--- config.mk ---
export PLATFORM = sky130hd
export DESIGN_NAME = tcm_top
export DESIGN_NICKNAME = d
export VERILOG_FILES = /design/src/inc/tcm_pkg.sv /design/src/rtl/tcm_sync.sv /design/src/rtl/tcm_chan_sel.sv /design/src/rtl/tcm_top.sv
export VERILOG_INCLUDE_DIRS = /design/src /design/src/inc
export SDC_FILE = /design/constraint.sdc
export NUM_CORES = 1
export LEC_CHECK = 0
export ABC_AREA = 1
export ABC_CLOCK_PERIOD_IN_PS = 2400
export BUFFER_PORTS_ARGS = -buffer_cell sky130_fd_sc_hd__buf_2
export CAP_MARGIN = 5
export CORE_ASPECT_RATIO = 0.5
export CORE_MARGIN = 2
export CORE_UTILIZATION = 47
export DETAILED_ROUTE_END_ITERATION = 10
export PLACE_DENSITY = 0.76
export SYNTH_ARGS = -nofsm -noshare
export SYNTH_HDL_FRONTEND = slang
export SYNTH_SLANG_ARGS = --single-unit
--- constraint.sdc ---
create_clock -name clk_i -period 2.4 [get_ports clk_i]
set_input_delay 0.72 -clock clk_i [delete_from_list [all_inputs] [get_ports clk_i]]
set_output_delay 0.72 -clock clk_i [all_outputs]
set_load 0.005 [all_outputs]
--- src/inc/tcm_map.svh ---
// Register addresses, field positions and reset values of the timer channel mode block
`ifndef TCM_MAP_SVH
`define TCM_MAP_SVH

`define TCM_T1_MODE_ONE_ADR 32'h4000E018
`define TCM_T1_MODE_TWO_ADR 32'h4000E01C
`define TCM_T1_CHAN_ON_ADR 32'h4000E020
`define TCM_T1_SLAVE_ADR 32'h4000E008
`define TCM_T2_MODE_ONE_ADR 32'h4000F018
`define TCM_T2_MODE_TWO_ADR 32'h4000F01C
`define TCM_T2_CHAN_ON_ADR 32'h4000F020
`define TCM_T2_SLAVE_ADR 32'h4000F008

`define TCM_MODE_RST 16'h0000
`define TCM_MODE_WMASK 16'h7F7F
`define TCM_CHAN_ON_RST 4'h0
`define TCM_TSEL_RST 3'h0

`define TCM_DIR_LSB 0
`define TCM_PSC_LSB 2
`define TCM_FAST_BIT 2
`define TCM_BUF_BIT 3
`define TCM_BEH_LSB 4
`define TCM_ON_STRIDE 4
`define TCM_TSEL_LSB 4

`endif

--- src/inc/tcm_pkg.sv ---
// Types shared by the timer channel mode block
package tcm_pkg;

  typedef enum logic [1:0] {
    TCM_DIR_OUT = 2'b00,
    TCM_DIR_IN_A = 2'b01,
    TCM_DIR_IN_B = 2'b10,
    TCM_DIR_IN_TRG = 2'b11
  } tcm_dir_t;

  typedef enum logic [2:0] {
    TCM_REG_NONE = 3'b000,
    TCM_REG_MODE_ONE = 3'b001,
    TCM_REG_MODE_TWO = 3'b010,
    TCM_REG_CHAN_ON = 3'b011,
    TCM_REG_SLAVE = 3'b100
  } tcm_reg_t;

endpackage : tcm_pkg

--- src/rtl/tcm_sync.sv ---
// Two-stage synchroniser for pin inputs
`timescale 1ns/1ps
`default_nettype none

module tcm_sync #(
  parameter int WIDTH = 4
) (
  // Clock and reset
  input wire logic clk_i,
  input wire logic rst_i,
  // Data
  input wire logic [WIDTH-1:0] async_i,
  output logic [WIDTH-1:0] sync_o
);

  logic [WIDTH-1:0] stage_one;

  always_ff @(posedge clk_i)
  begin
    if (rst_i)
    begin
      stage_one <= '0;
      sync_o <= '0;
    end
    else
    begin
      stage_one <= async_i;
      sync_o <= stage_one;
    end
  end

endmodule : tcm_sync

`default_nettype wire

--- src/rtl/tcm_chan_sel.sv ---
// Direction and source selection of one capture/compare channel
`timescale 1ns/1ps
`default_nettype none

`include "tcm_map.svh"

module tcm_chan_sel
  import tcm_pkg::*;
#(
  parameter bit SWAP = 1'b0
) (
  // Clock and reset
  input wire logic clk_i,
  input wire logic rst_i,
  // Channel configuration, low seven bits of the channel byte
  input wire logic [6:0] cfg_i,
  // Capture sources
  input wire logic ti_one_i,
  input wire logic ti_two_i,
  input wire logic trig_i,
  // Effective channel settings
  output logic is_output_o,
  output logic capture_o,
  output logic [2:0] behaviour_o,
  output logic buffer_on_o,
  output logic fast_on_o,
  output logic [2:0] filter_o,
  output logic [1:0] prescale_o
);

  tcm_dir_t dir;
  logic out_mode;

  assign dir = tcm_dir_t'(cfg_i[`TCM_DIR_LSB +: 2]);
  assign out_mode = (dir == TCM_DIR_OUT);

  always_ff @(posedge clk_i)
  begin
    if (rst_i)
    begin
      is_output_o <= 1'b1;
      capture_o <= 1'b0;
    end
    else
    begin
      is_output_o <= out_mode;
      case (dir)
        TCM_DIR_IN_A: capture_o <= SWAP ? ti_two_i : ti_one_i;
        TCM_DIR_IN_B: capture_o <= SWAP ? ti_one_i : ti_two_i;
        TCM_DIR_IN_TRG: capture_o <= trig_i;
        default: capture_o <= 1'b0;
      endcase
    end
  end

  // Compare fields only for outputs, capture fields only for inputs
  always_ff @(posedge clk_i)
  begin
    if (rst_i)
    begin
      behaviour_o <= 3'h0;
      buffer_on_o <= 1'b0;
      fast_on_o <= 1'b0;
      filter_o <= 3'h0;
      prescale_o <= 2'h0;
    end
    else
    begin
      behaviour_o <= out_mode ? cfg_i[`TCM_BEH_LSB +: 3] : 3'h0;
      buffer_on_o <= out_mode & cfg_i[`TCM_BUF_BIT];
      fast_on_o <= out_mode & cfg_i[`TCM_FAST_BIT];
      filter_o <= out_mode ? 3'h0 : cfg_i[`TCM_BEH_LSB +: 3];
      prescale_o <= out_mode ? 2'h0 : cfg_i[`TCM_PSC_LSB +: 2];
    end
  end

endmodule : tcm_chan_sel

`default_nettype wire

--- src/rtl/tcm_top.sv ---
// Channel mode registers and channel direction selection for two timers
//
// Overview of operation
// - Selection 00 makes the channel a compare output.
// - Selection 01 on channel one captures from the first timer input.
// - Selection 10 on channel one captures from the second timer input.
// - Selection 11 captures from the internal trigger, chosen by trigger select.
// - Mode register two: ch4 bits 11,10,9:8; ch3 bits 3,2,1:0.
// - Mode register two of each timer at its fixed address, reset zero.
// - Each channel direction comes only from its own selection field.
// - Compare mode, buffer and fast fields act only when selection is zero.
// - Capture filter and prescaler act only when selection is nonzero.
// - Channel one prescaler sits in bits 3:2 of mode register one, read/write.
`timescale 1ns/1ps
`default_nettype none

`include "tcm_map.svh"

module tcm_top
  import tcm_pkg::*;
(
  // Clock and reset
  input wire logic clk_i,
  input wire logic rst_i,
  // Wishbone slave
  input wire logic wb_cyc_i,
  input wire logic wb_stb_i,
  input wire logic wb_we_i,
  input wire logic [31:0] wb_adr_i,
  input wire logic [31:0] wb_dat_i,
  input wire logic [3:0] wb_sel_i,
  output logic [31:0] wb_dat_o,
  output logic wb_ack_o,
  // Timer input pins, one bit per timer
  input wire logic [1:0] timer_input_one_i,
  input wire logic [1:0] timer_input_two_i,
  // Internal trigger candidates, eight per timer
  input wire logic [15:0] trig_cand_i,
  // Selected internal trigger per timer
  output logic [1:0] internal_trigger_in_o,
  // Per channel state, four channels per timer
  output logic [7:0] chan_is_output_o,
  output logic [7:0] chan_capture_o,
  output logic [23:0] chan_compare_behaviour_o,
  output logic [7:0] chan_compare_buffer_on_o,
  output logic [7:0] chan_compare_fast_on_o,
  output logic [23:0] chan_capture_filter_o,
  output logic [15:0] chan_capture_prescale_o
);

  // ----------------------------------------------------------------
  // Storage
  // ----------------------------------------------------------------

  logic [15:0] mode_reg [0:1][0:1];
  logic [3:0] chan_on [0:1];
  logic [2:0] trigger_source_select [0:1];

  logic [1:0] ti_one_s;
  logic [1:0] ti_two_s;

  // ----------------------------------------------------------------
  // Address decode
  // ----------------------------------------------------------------

  tcm_reg_t reg_sel;
  logic hit_t;
  logic req;
  logic wr;

  always_comb
  begin
    reg_sel = TCM_REG_NONE;
    hit_t = 1'b0;
    if (wb_adr_i == `TCM_T1_MODE_ONE_ADR)
    begin
      reg_sel = TCM_REG_MODE_ONE;
    end
    else if (wb_adr_i == `TCM_T1_MODE_TWO_ADR)
    begin
      reg_sel = TCM_REG_MODE_TWO;
    end
    else if (wb_adr_i == `TCM_T1_CHAN_ON_ADR)
    begin
      reg_sel = TCM_REG_CHAN_ON;
    end
    else if (wb_adr_i == `TCM_T1_SLAVE_ADR)
    begin
      reg_sel = TCM_REG_SLAVE;
    end
    else if (wb_adr_i == `TCM_T2_MODE_ONE_ADR)
    begin
      reg_sel = TCM_REG_MODE_ONE;
      hit_t = 1'b1;
    end
    else if (wb_adr_i == `TCM_T2_MODE_TWO_ADR)
    begin
      reg_sel = TCM_REG_MODE_TWO;
      hit_t = 1'b1;
    end
    else if (wb_adr_i == `TCM_T2_CHAN_ON_ADR)
    begin
      reg_sel = TCM_REG_CHAN_ON;
      hit_t = 1'b1;
    end
    else if (wb_adr_i == `TCM_T2_SLAVE_ADR)
    begin
      reg_sel = TCM_REG_SLAVE;
      hit_t = 1'b1;
    end
  end

  // ----------------------------------------------------------------
  // Bus handshake
  // ----------------------------------------------------------------

  // Request seen while no ack is out; write lands at the acked edge
  assign req = wb_cyc_i & wb_stb_i & ~wb_ack_o;
  assign wr = wb_cyc_i & wb_stb_i & wb_we_i & wb_ack_o;

  always_ff @(posedge clk_i)
  begin
    if (rst_i)
    begin
      wb_ack_o <= 1'b0;
    end
    else
    begin
      wb_ack_o <= req;
    end
  end

  // ----------------------------------------------------------------
  // Write merge for a channel mode register
  // ----------------------------------------------------------------

  // Byte lanes select channels; a channel that is on keeps its direction
  function automatic logic [15:0] merge_mode(
    input logic [15:0] old,
    input logic [15:0] dat,
    input logic [1:0] sel,
    input logic [1:0] on
  );
    logic [15:0] res;
    res = old;
    for (int b = 0; b < 2; b++)
    begin
      if (sel[b])
      begin
        res[b*8 +: 8] = dat[b*8 +: 8];
        if (on[b])
        begin
          res[b*8 +: 2] = old[b*8 +: 2];
        end
      end
    end
    return res & `TCM_MODE_WMASK;
  endfunction : merge_mode

  // ----------------------------------------------------------------
  // Registers per timer
  // ----------------------------------------------------------------

  genvar t;
  genvar r;
  generate
    for (t = 0; t < 2; t++)
    begin : g_timer
      logic hit;
      assign hit = (hit_t == 1'(t));

      for (r = 0; r < 2; r++)
      begin : g_mode
        logic sel_this;
        assign sel_this = hit &
          (reg_sel == ((r == 0) ? TCM_REG_MODE_ONE : TCM_REG_MODE_TWO));

        always_ff @(posedge clk_i)
        begin
          if (rst_i)
          begin
            mode_reg[t][r] <= `TCM_MODE_RST;
          end
          else if (wr && sel_this)
          begin
            mode_reg[t][r] <= merge_mode(mode_reg[t][r], wb_dat_i[15:0],
              wb_sel_i[1:0], chan_on[t][r*2 +: 2]);
          end
        end
      end

      always_ff @(posedge clk_i)
      begin
        if (rst_i)
        begin
          chan_on[t] <= `TCM_CHAN_ON_RST;
        end
        else if (wr && hit && reg_sel == TCM_REG_CHAN_ON)
        begin
          for (int c = 0; c < 4; c++)
          begin
            if (wb_sel_i[c/2])
            begin
              chan_on[t][c] <= wb_dat_i[c*`TCM_ON_STRIDE];
            end
          end
        end
      end

      always_ff @(posedge clk_i)
      begin
        if (rst_i)
        begin
          trigger_source_select[t] <= `TCM_TSEL_RST;
        end
        else if (wr && hit && reg_sel == TCM_REG_SLAVE && wb_sel_i[0])
        begin
          trigger_source_select[t] <= wb_dat_i[`TCM_TSEL_LSB +: 3];
        end
      end

      // Internal trigger picked by the trigger source select
      always_ff @(posedge clk_i)
      begin
        if (rst_i)
        begin
          internal_trigger_in_o[t] <= 1'b0;
        end
        else
        begin
          internal_trigger_in_o[t] <=
            trig_cand_i[t*8 + int'(trigger_source_select[t])];
        end
      end
    end
  endgenerate

  // ----------------------------------------------------------------
  // Read data
  // ----------------------------------------------------------------

  always_ff @(posedge clk_i)
  begin
    if (rst_i)
    begin
      wb_dat_o <= 32'h0000_0000;
    end
    else if (req && !wb_we_i)
    begin
      case (reg_sel)
        TCM_REG_MODE_ONE: wb_dat_o <= {16'h0000, mode_reg[hit_t][0]};
        TCM_REG_MODE_TWO: wb_dat_o <= {16'h0000, mode_reg[hit_t][1]};
        TCM_REG_CHAN_ON:
          wb_dat_o <= {19'h0, chan_on[hit_t][3], 3'h0, chan_on[hit_t][2],
            3'h0, chan_on[hit_t][1], 3'h0, chan_on[hit_t][0]};
        TCM_REG_SLAVE: wb_dat_o <= {25'h0, trigger_source_select[hit_t], 4'h0};
        default: wb_dat_o <= 32'h0000_0000;
      endcase
    end
  end

  // ----------------------------------------------------------------
  // Pin synchronisers
  // ----------------------------------------------------------------

  tcm_sync #(
    .WIDTH(4)
  ) u_sync (
    .clk_i(clk_i),
    .rst_i(rst_i),
    .async_i({timer_input_two_i, timer_input_one_i}),
    .sync_o({ti_two_s, ti_one_s})
  );

  // ----------------------------------------------------------------
  // Channels
  // ----------------------------------------------------------------

  genvar k;
  generate
    for (k = 0; k < 8; k++)
    begin : g_chan
      // Even channels map 01 to input one, odd channels to input two
      tcm_chan_sel #(
        .SWAP(k % 2 == 1)
      ) u_chan (
        .clk_i(clk_i),
        .rst_i(rst_i),
        .cfg_i(mode_reg[k/4][(k%4)/2][(k%2)*8 +: 7]),
        .ti_one_i(ti_one_s[k/4]),
        .ti_two_i(ti_two_s[k/4]),
        .trig_i(internal_trigger_in_o[k/4]),
        .is_output_o(chan_is_output_o[k]),
        .capture_o(chan_capture_o[k]),
        .behaviour_o(chan_compare_behaviour_o[k*3 +: 3]),
        .buffer_on_o(chan_compare_buffer_on_o[k]),
        .fast_on_o(chan_compare_fast_on_o[k]),
        .filter_o(chan_capture_filter_o[k*3 +: 3]),
        .prescale_o(chan_capture_prescale_o[k*2 +: 2])
      );
    end
  endgenerate

  logic [1:0] dir_c1;
  logic [1:0] dir_c2;
  assign dir_c1 = mode_reg[0][0][1:0];
  assign dir_c2 = mode_reg[0][0][9:8];
endmodule : tcm_top

`default_nettype wire

## Word-level counts from Yosys, hierarchy flattened

Memory sizes are Yosys's and may differ from the RTL's.
Cells that the tools add are included.

- Output and inout port bits: 131
- Input port bits: 93
- RAM bits: 70
- Memories kept: 3
- Word-level logic and storage cells: 300
- Bits in registers: 139

Memory list:

| name | depth | bits a word | rd ports | clocked after Yosys merged registers in | wr ports | line | text |
|---|---|---|---|---|---|---|---|
| mode_reg | 2 | 28 | 3 | 0 | 2 | tcm_top.sv:55 | `logic [15:0] mode_reg [0:1][0:1];` |
| chan_on | 2 | 4 | 3 | 0 | 2 | tcm_top.sv:56 | `logic [3:0] chan_on [0:1];` |
| trigger_source_select | 2 | 3 | 3 | 0 | 2 | tcm_top.sv:57 | `logic [2:0] trigger_source_select [0:1];` |

- Magnitude comparators: 2
- $add $sub $neg: 1
- Mux-type cells: 110
- Reductions and logical operators: 38
- Equality and inequality tests: 36
- Bitwise operators: 48

Operators by type and width:

| kind | count |
|---|---|
| equality test 32 x 31 -> 1 bit, second input constant | 8 |
| two-way mux 7 bit | 24 |
| one-hot mux 16 bit (4 select lines) | 1 |
| two-way mux 14 bit | 4 |
| two-way mux 1 bit | 53 |
| equality test 2 bit, second input constant | 16 |
| OR reduction 2 bit | 16 |
| two-way mux 3 bit | 10 |
| AND 1 bit | 24 |
| one-hot mux 1 bit (3 select lines) | 8 |
| equality test 2 x 1 -> 1 bit, second input constant | 8 |
| logical NOT 2 bit | 8 |
| two-way mux 2 bit | 8 |
| bitwise OR 1 bit | 14 |
| logical AND 1 bit | 13 |
| inverter 1 bit | 10 |
| equality test 3 x 2 -> 1 bit, second input constant | 2 |
| adder 4 x 3 -> 5 bit, first input constant | 1 |
| less-than comparator 3 x 5 -> 1 bit, second input constant | 1 |
| less-than comparator 5 bit, second input constant | 1 |
| binary-select mux 1 bit (select 4 bit) | 1 |
| binary-select mux 1 bit (select 3 bit) | 1 |
| equality test 3 x 1 -> 1 bit, second input constant | 1 |
| equality test 3 bit, second input constant | 1 |
| logical NOT 1 bit | 1 |

## Depth between registers and ports, before layout

- Depth in word-level cells: 17
- Gate-level depth with buffers: 16
- Gate-level depth less buffers: 15

## Modules after synthesis

A second synthesis with hierarchy kept.

- Cell total of the unflattened synthesis: 924
- Area, all modules: 7971.4 um^2

By module, submodules not included:

| module | area an instance (um^2) | cells an instance | times used | seq. area each (um^2) |
|---|---|---|---|---|
| tcm_top | 4697.0 | 563 | 1 | 2442.3 |
| tcm_chan_sel | 380.4 | 42 | 8 | 240.2 |
| tcm_sync | 231.5 | 25 | 1 | 160.2 |

## Worst setup path after synthesis

No wires, ideal clock.

- Path kind: input port to flip-flop
- Start point: input wb_adr_i[23]
- End point: memory trigger_source_select[1][0] (enable)
- Data arrival time: 2.127 ns
- Slack: -0.071 ns
- Buffers on the path: 1
- Cell stages on the path: 12
- Library setup time: 0.344 ns
- Data required time: 2.056 ns
- Cells stage by stage: nor2_1 > nand2_1 > nor2_1 > nand2_1 > nor2_4 > o21ai_2 > nand2_2 > buf_6 > nand2_1 > nor2_2 > inv_1 > o21ai_0

RTL lines:

| item | line | text |
|---|---|---|
| start, declared | tcm_top.sv:29 | `input wire logic [31:0] wb_adr_i,` |
| end, declared | tcm_top.sv:57 |  |

## Worst setup path after layout

- Start point: input wb_adr_i[23]
- End point: register wb_dat_o[11]

- Cells in the longest elaborated chain, start to end: 11
- Elaborated cells between the ends (all ways): 30
- Classes of those cells: eq/ne (12); mux (17); memory (1)

Ends and longest elaborated chain:

| item | line | text |
|---|---|---|
| equality test 32 x 31 -> 1 bit (no line) | n/a |  |
| two-way mux 1 bit or two-way mux 3 bit (tied branches) | tcm_top.sv:106 | `` else if (wb_adr_i == `TCM_T2_SLAVE_ADR) `` |
| two-way mux 1 bit or two-way mux 3 bit (tied branches) | tcm_top.sv:101 | `` else if (wb_adr_i == `TCM_T2_CHAN_ON_ADR) `` |
| two-way mux 1 bit or two-way mux 3 bit (tied branches) | tcm_top.sv:96 | `` else if (wb_adr_i == `TCM_T2_MODE_TWO_ADR) `` |
| two-way mux 1 bit or two-way mux 3 bit (tied branches) | tcm_top.sv:91 | `` else if (wb_adr_i == `TCM_T2_MODE_ONE_ADR) `` |
| two-way mux 1 bit or two-way mux 3 bit (tied branches) | tcm_top.sv:87 | `` else if (wb_adr_i == `TCM_T1_SLAVE_ADR) `` |
| two-way mux 1 bit or two-way mux 3 bit (tied branches) | tcm_top.sv:83 | `` else if (wb_adr_i == `TCM_T1_CHAN_ON_ADR) `` |
| two-way mux 1 bit or two-way mux 3 bit (tied branches) | tcm_top.sv:79 | `` else if (wb_adr_i == `TCM_T1_MODE_TWO_ADR) `` |
| two-way mux 1 bit or two-way mux 3 bit (tied branches) | tcm_top.sv:75 | `` if (wb_adr_i == `TCM_T1_MODE_ONE_ADR) `` |
| memory read (2 x 28 bit), or another cell as far along | n/a |  |
| one-hot mux 16 bit (4 select lines) (*) | tcm_top.sv:250 | `case (reg_sel)` |
| end signal, assigned | tcm_top.sv:251 | `TCM_REG_MODE_ONE: wb_dat_o <= {16'h0000, mode_reg[hit_t][0]};` |
| end signal, assigned | tcm_top.sv:252 | `TCM_REG_MODE_TWO: wb_dat_o <= {16'h0000, mode_reg[hit_t][1]};` |
| end signal, assigned | tcm_top.sv:254 | `wb_dat_o <= {19'h0, chan_on[hit_t][3], 3'h0, chan_on[hit_t][2],` |
| end, declared | tcm_top.sv:32 | `output logic [31:0] wb_dat_o,` |

Mark *: on every way between the ends. The rest lies on a longest branch, timed or not.
A chain may end at the register's enable or synchronous reset.

==> results.cfg <==
[outcome]
outcome = finished clean

[detailed_routing]
via_per_inst = 4.852
wire_per_inst_um = 14.79
vias = 6298
drc = 0
totalWireLength_um = 19190
drt.antenna.violating_nets = 0
drt_iter0_drc = 606
dr.pass1.iters = 5

[logic_synthesis]
synthAdderAreaFrac_pct = 0
synth-seq-cells = 191
synth_ff_type = dfxtp_1
async_flop_share_pct = 0
synth_compound_area_share_pct = 6.934
yosysUniqueCellTypes = 36
syn_inst = 883
synthMuxAreaShare_pct = 0
ys_warn_count = 0
seq_area_frac_synth_pct = 58.85
synth-xor-area-share_pct = 0
netlist_area_um2 = 7687
synth.avg_cell_area_um2 = 8.706
synth_top_family_by_area = simple AND/OR/NAND/NOR gates
synth-edff-count = 70
yosys.area_share.simple_pct = 21.96

[clock_tree]
clk_pin_slew_ps = 70
cts_tree = done
clockBufferDepth = 2
cts.htree.levels = 4
holdBufCountCts = 0
clock-root-buffer = clkbuf_16
cts_made_buffers = 17
clock-sinks = 191
insertion_delay_ps = 430

[floorplanning]
row_count = 32
die_x_um = 184.9
start_util_pct = 48.98
dieArea_um2 = 17460
coreArea_um2 = 15700
io_pins = 224
die_h_um = 94.44

[power_and_ir_drop]
power_frac_comb_pct = 5.8
ir_worst_vdd_uv = 561.7
power_w = 0.006705
p_sw_w = 0.001643
p_leak_nw = 4.450
p_seq_share_pct = 52.7
p_int_w = 0.005062
clock_power_share_pct = 41.6
power_density_nw_per_um2 = 718.6
p_sw_share_pct = 24.50

[timing]
setup_viol = 0
skew_ps = 13.41
fin_hold_ws_ps = 407.9
tns_ps = 0
finalCritPeriodShare_pct = 93.64
rsz0062_at_grt = true
fmax_mhz = 445.0
fin_crit_ps = 2247
hold_viol_final = 0
drv_slew = 0

[layout]
fin_nets = 1157
fin_cells = 1298
area_growth_syn_to_layout_pct = 21.37
largest_reg_flops = 56
drive_gt1_share_pct = 25.91
final_core_util_pct = 59.45
antenna_cells = 0

[place]
port-buffer-count = 185
dpl.cell_count = 1266
gp_congestion = 0.8897
detailed_place_hpwl_um = 14740

[worst_setup_path]
path_cells = buf_2, nor2_1, nand2_1, nor2_1, nand2_1, nor2_2, o21ai_1, nand2_2, inv_2, nor2_2, buf_4, buf_4, nand2_1, nand2_1, nand2_1, a21oi_1
worstSetupPathType = in -> reg
cp_data_required_time_ps = 2760
cpPeakStageDelay_ps = 200
critPathTopFamily = simple AND/OR/NAND/NOR gates
worst_path_most_repeated_cell = nand2_1
rr_worst_depth = 7
worst-path-buf-inv = 4
cp.arrival_ps = 2600
worstReg2RegEnd = mode_reg[0][1]$_SDFFCE_PP0P_
timing.rr.start = wb_ack_o$_SDFF_PP0_
worstSetupStartpointType = input port
reg2reg_slack_ps = 500
slowest_stage = buf_4
end_kind = flop
critical_path.max_fanout = 7

[global_route]
grt_max_degree = 50
grt_first_pass_wirelength_um = 29260
antenna_found_initial = 0
grt_pass1_vias = 5798
grt_overflow_total = 0
track_usage_pct = 22.25

[hold_path]
hold_class = reg -> reg
min_from = u_sync.stage_one[2]$_SDFF_PP0_
whs_path_depth = 2
holdPathEnd = u_sync.sync_o[2]$_SDFF_PP0_

[flow_run]
drv_cap = 0
-- worst max-delay path by stage --
stage	cells after the start	to	slack, ps	startpoint
after floorplan	12	chan_on[1][0]$_SDFFCE_PN0P_	10	wb_adr_i[23]
after global placement	12	mode_reg[1][24]$_SDFFCE_PP0P_	-220	wb_adr_i[23]
after detailed placement	13	mode_reg[0][7]$_SDFFCE_PP0P_	-280	wb_adr_i[23]
after CTS	14	mode_reg[1][13]$_SDFFCE_PP0P_	150	wb_adr_i[23]
after global routing	16	wb_dat_o[11]$_SDFFE_PP0P_	-40	wb_adr_i[21]
final	16	wb_dat_o[11]$_SDFFE_PP0P_	150	wb_adr_i[23]
-- cells in the final DEF (no fill, tap or decap), types with 2 or more instances in the layout --
| cell type | instances |
|---|---|
| inv_1 | 97 |
| nor2_1 | 194 |
| conb_1 | 18 |
| inv_6 | 3 |
| a21oi_1 | 30 |
| buf_4 | 33 |
| o22ai_1 | 2 |
| inv_8 | 3 |
| nor3_1 | 3 |
| buf_12 | 4 |
| buf_2 | 185 |
| dfxtp_1 | 121 |
| nand2_2 | 2 |
| clkinv_4 | 2 |
| clkbuf_16 | 18 |
| nor2_2 | 7 |
| nand3_1 | 19 |
| nand4_4 | 2 |
| inv_2 | 4 |
| o21ai_0 | 36 |
| nand3_2 | 2 |
| o21ai_2 | 2 |
| edfxtp_1 | 70 |
| nand4_1 | 4 |
| nor3_2 | 2 |
| o21ai_1 | 20 |
| clkinv_8 | 3 |
| nand2_1 | 178 |
-- cell families after synthesis --
family,Yosys count
AND/OR/NAND/NOR,415
flip-flops,191
AO/OA/AOI/OAI,97
buffers and inverters,179
other,1
-- power by group through the flow --
stage	clock network, W	logic (W)	registers [W]
floorplan	0	0.000235	0.00359
global placement	0	0.000371	0.00360
detailed placement	0	0.000382	0.00360
CTS	0.00281	0.000385	0.00353
global route	0.00294	0.000435	0.00354
finish	0.00279	0.000386	0.00353
-- cells in the mapped netlist, types with 3 or more instances --
library cell,number,share of area [%]
a21oi_1,30,2.0
buf_2,6,0.39
buf_4,58,5.7
buf_6,4,0.59
clkbuf_1,7,0.34
dfxtp_1,121,32
edfxtp_1,70,27
inv_1,97,4.7
inv_2,4,0.20
nand2_1,178,8.7
nand3_1,19,1.2
nand4_1,4,0.33
nor2_1,196,9.6
nor2_2,5,0.41
nor3_1,3,0.20
o21ai_0,41,2.7
o21ai_1,16,1.0
-- area by class of cell --
type	count	area [um^2]
well taps	221	276.5
repair buffers	222	1254
multi-input cells	530	2297
clock inverters	14	145.1
fillers	1373	6365
inverters	102	382.9
clock buffers	18	450.4
flip-flops and latches	191	4524
-- per-stage QoR --
stage          area [um^2]  worst slack, ps
6_report              9330            152.6
5_1_grt               9330           -44.34
4_1_cts               9321            149.1
3_5_place_dp          8726           -281.1
3_3_place_gp          8726           -220.1
2_1_floorplan         7751            10.45
-- tightest hold or removal path: stages, from the launching register on --
cell     delay, ps
dfxtp_1        300
inv_1           40
nor2_1          30
-- routing by layer --
metal  share of wire, %  wire length [um]  GRT usage (%)  up-vias
met5                  0                 0              0        -
met4               0.86               166          5.688        0
met3                 10              1991          4.551       16
met2                 43              8326          34.71      324
met1                 45              8709          31.78     2893
li1                   -                 -              -     3065
-- repair_timing --
item                                    4_1_cts  5_1_grt
gates resized for setup                       0        6
endpoints found under the setup margin        0       32
hold endpoints to repair                      0        0
buffers inserted                              0        0
(Power assumes the default switching activity.)
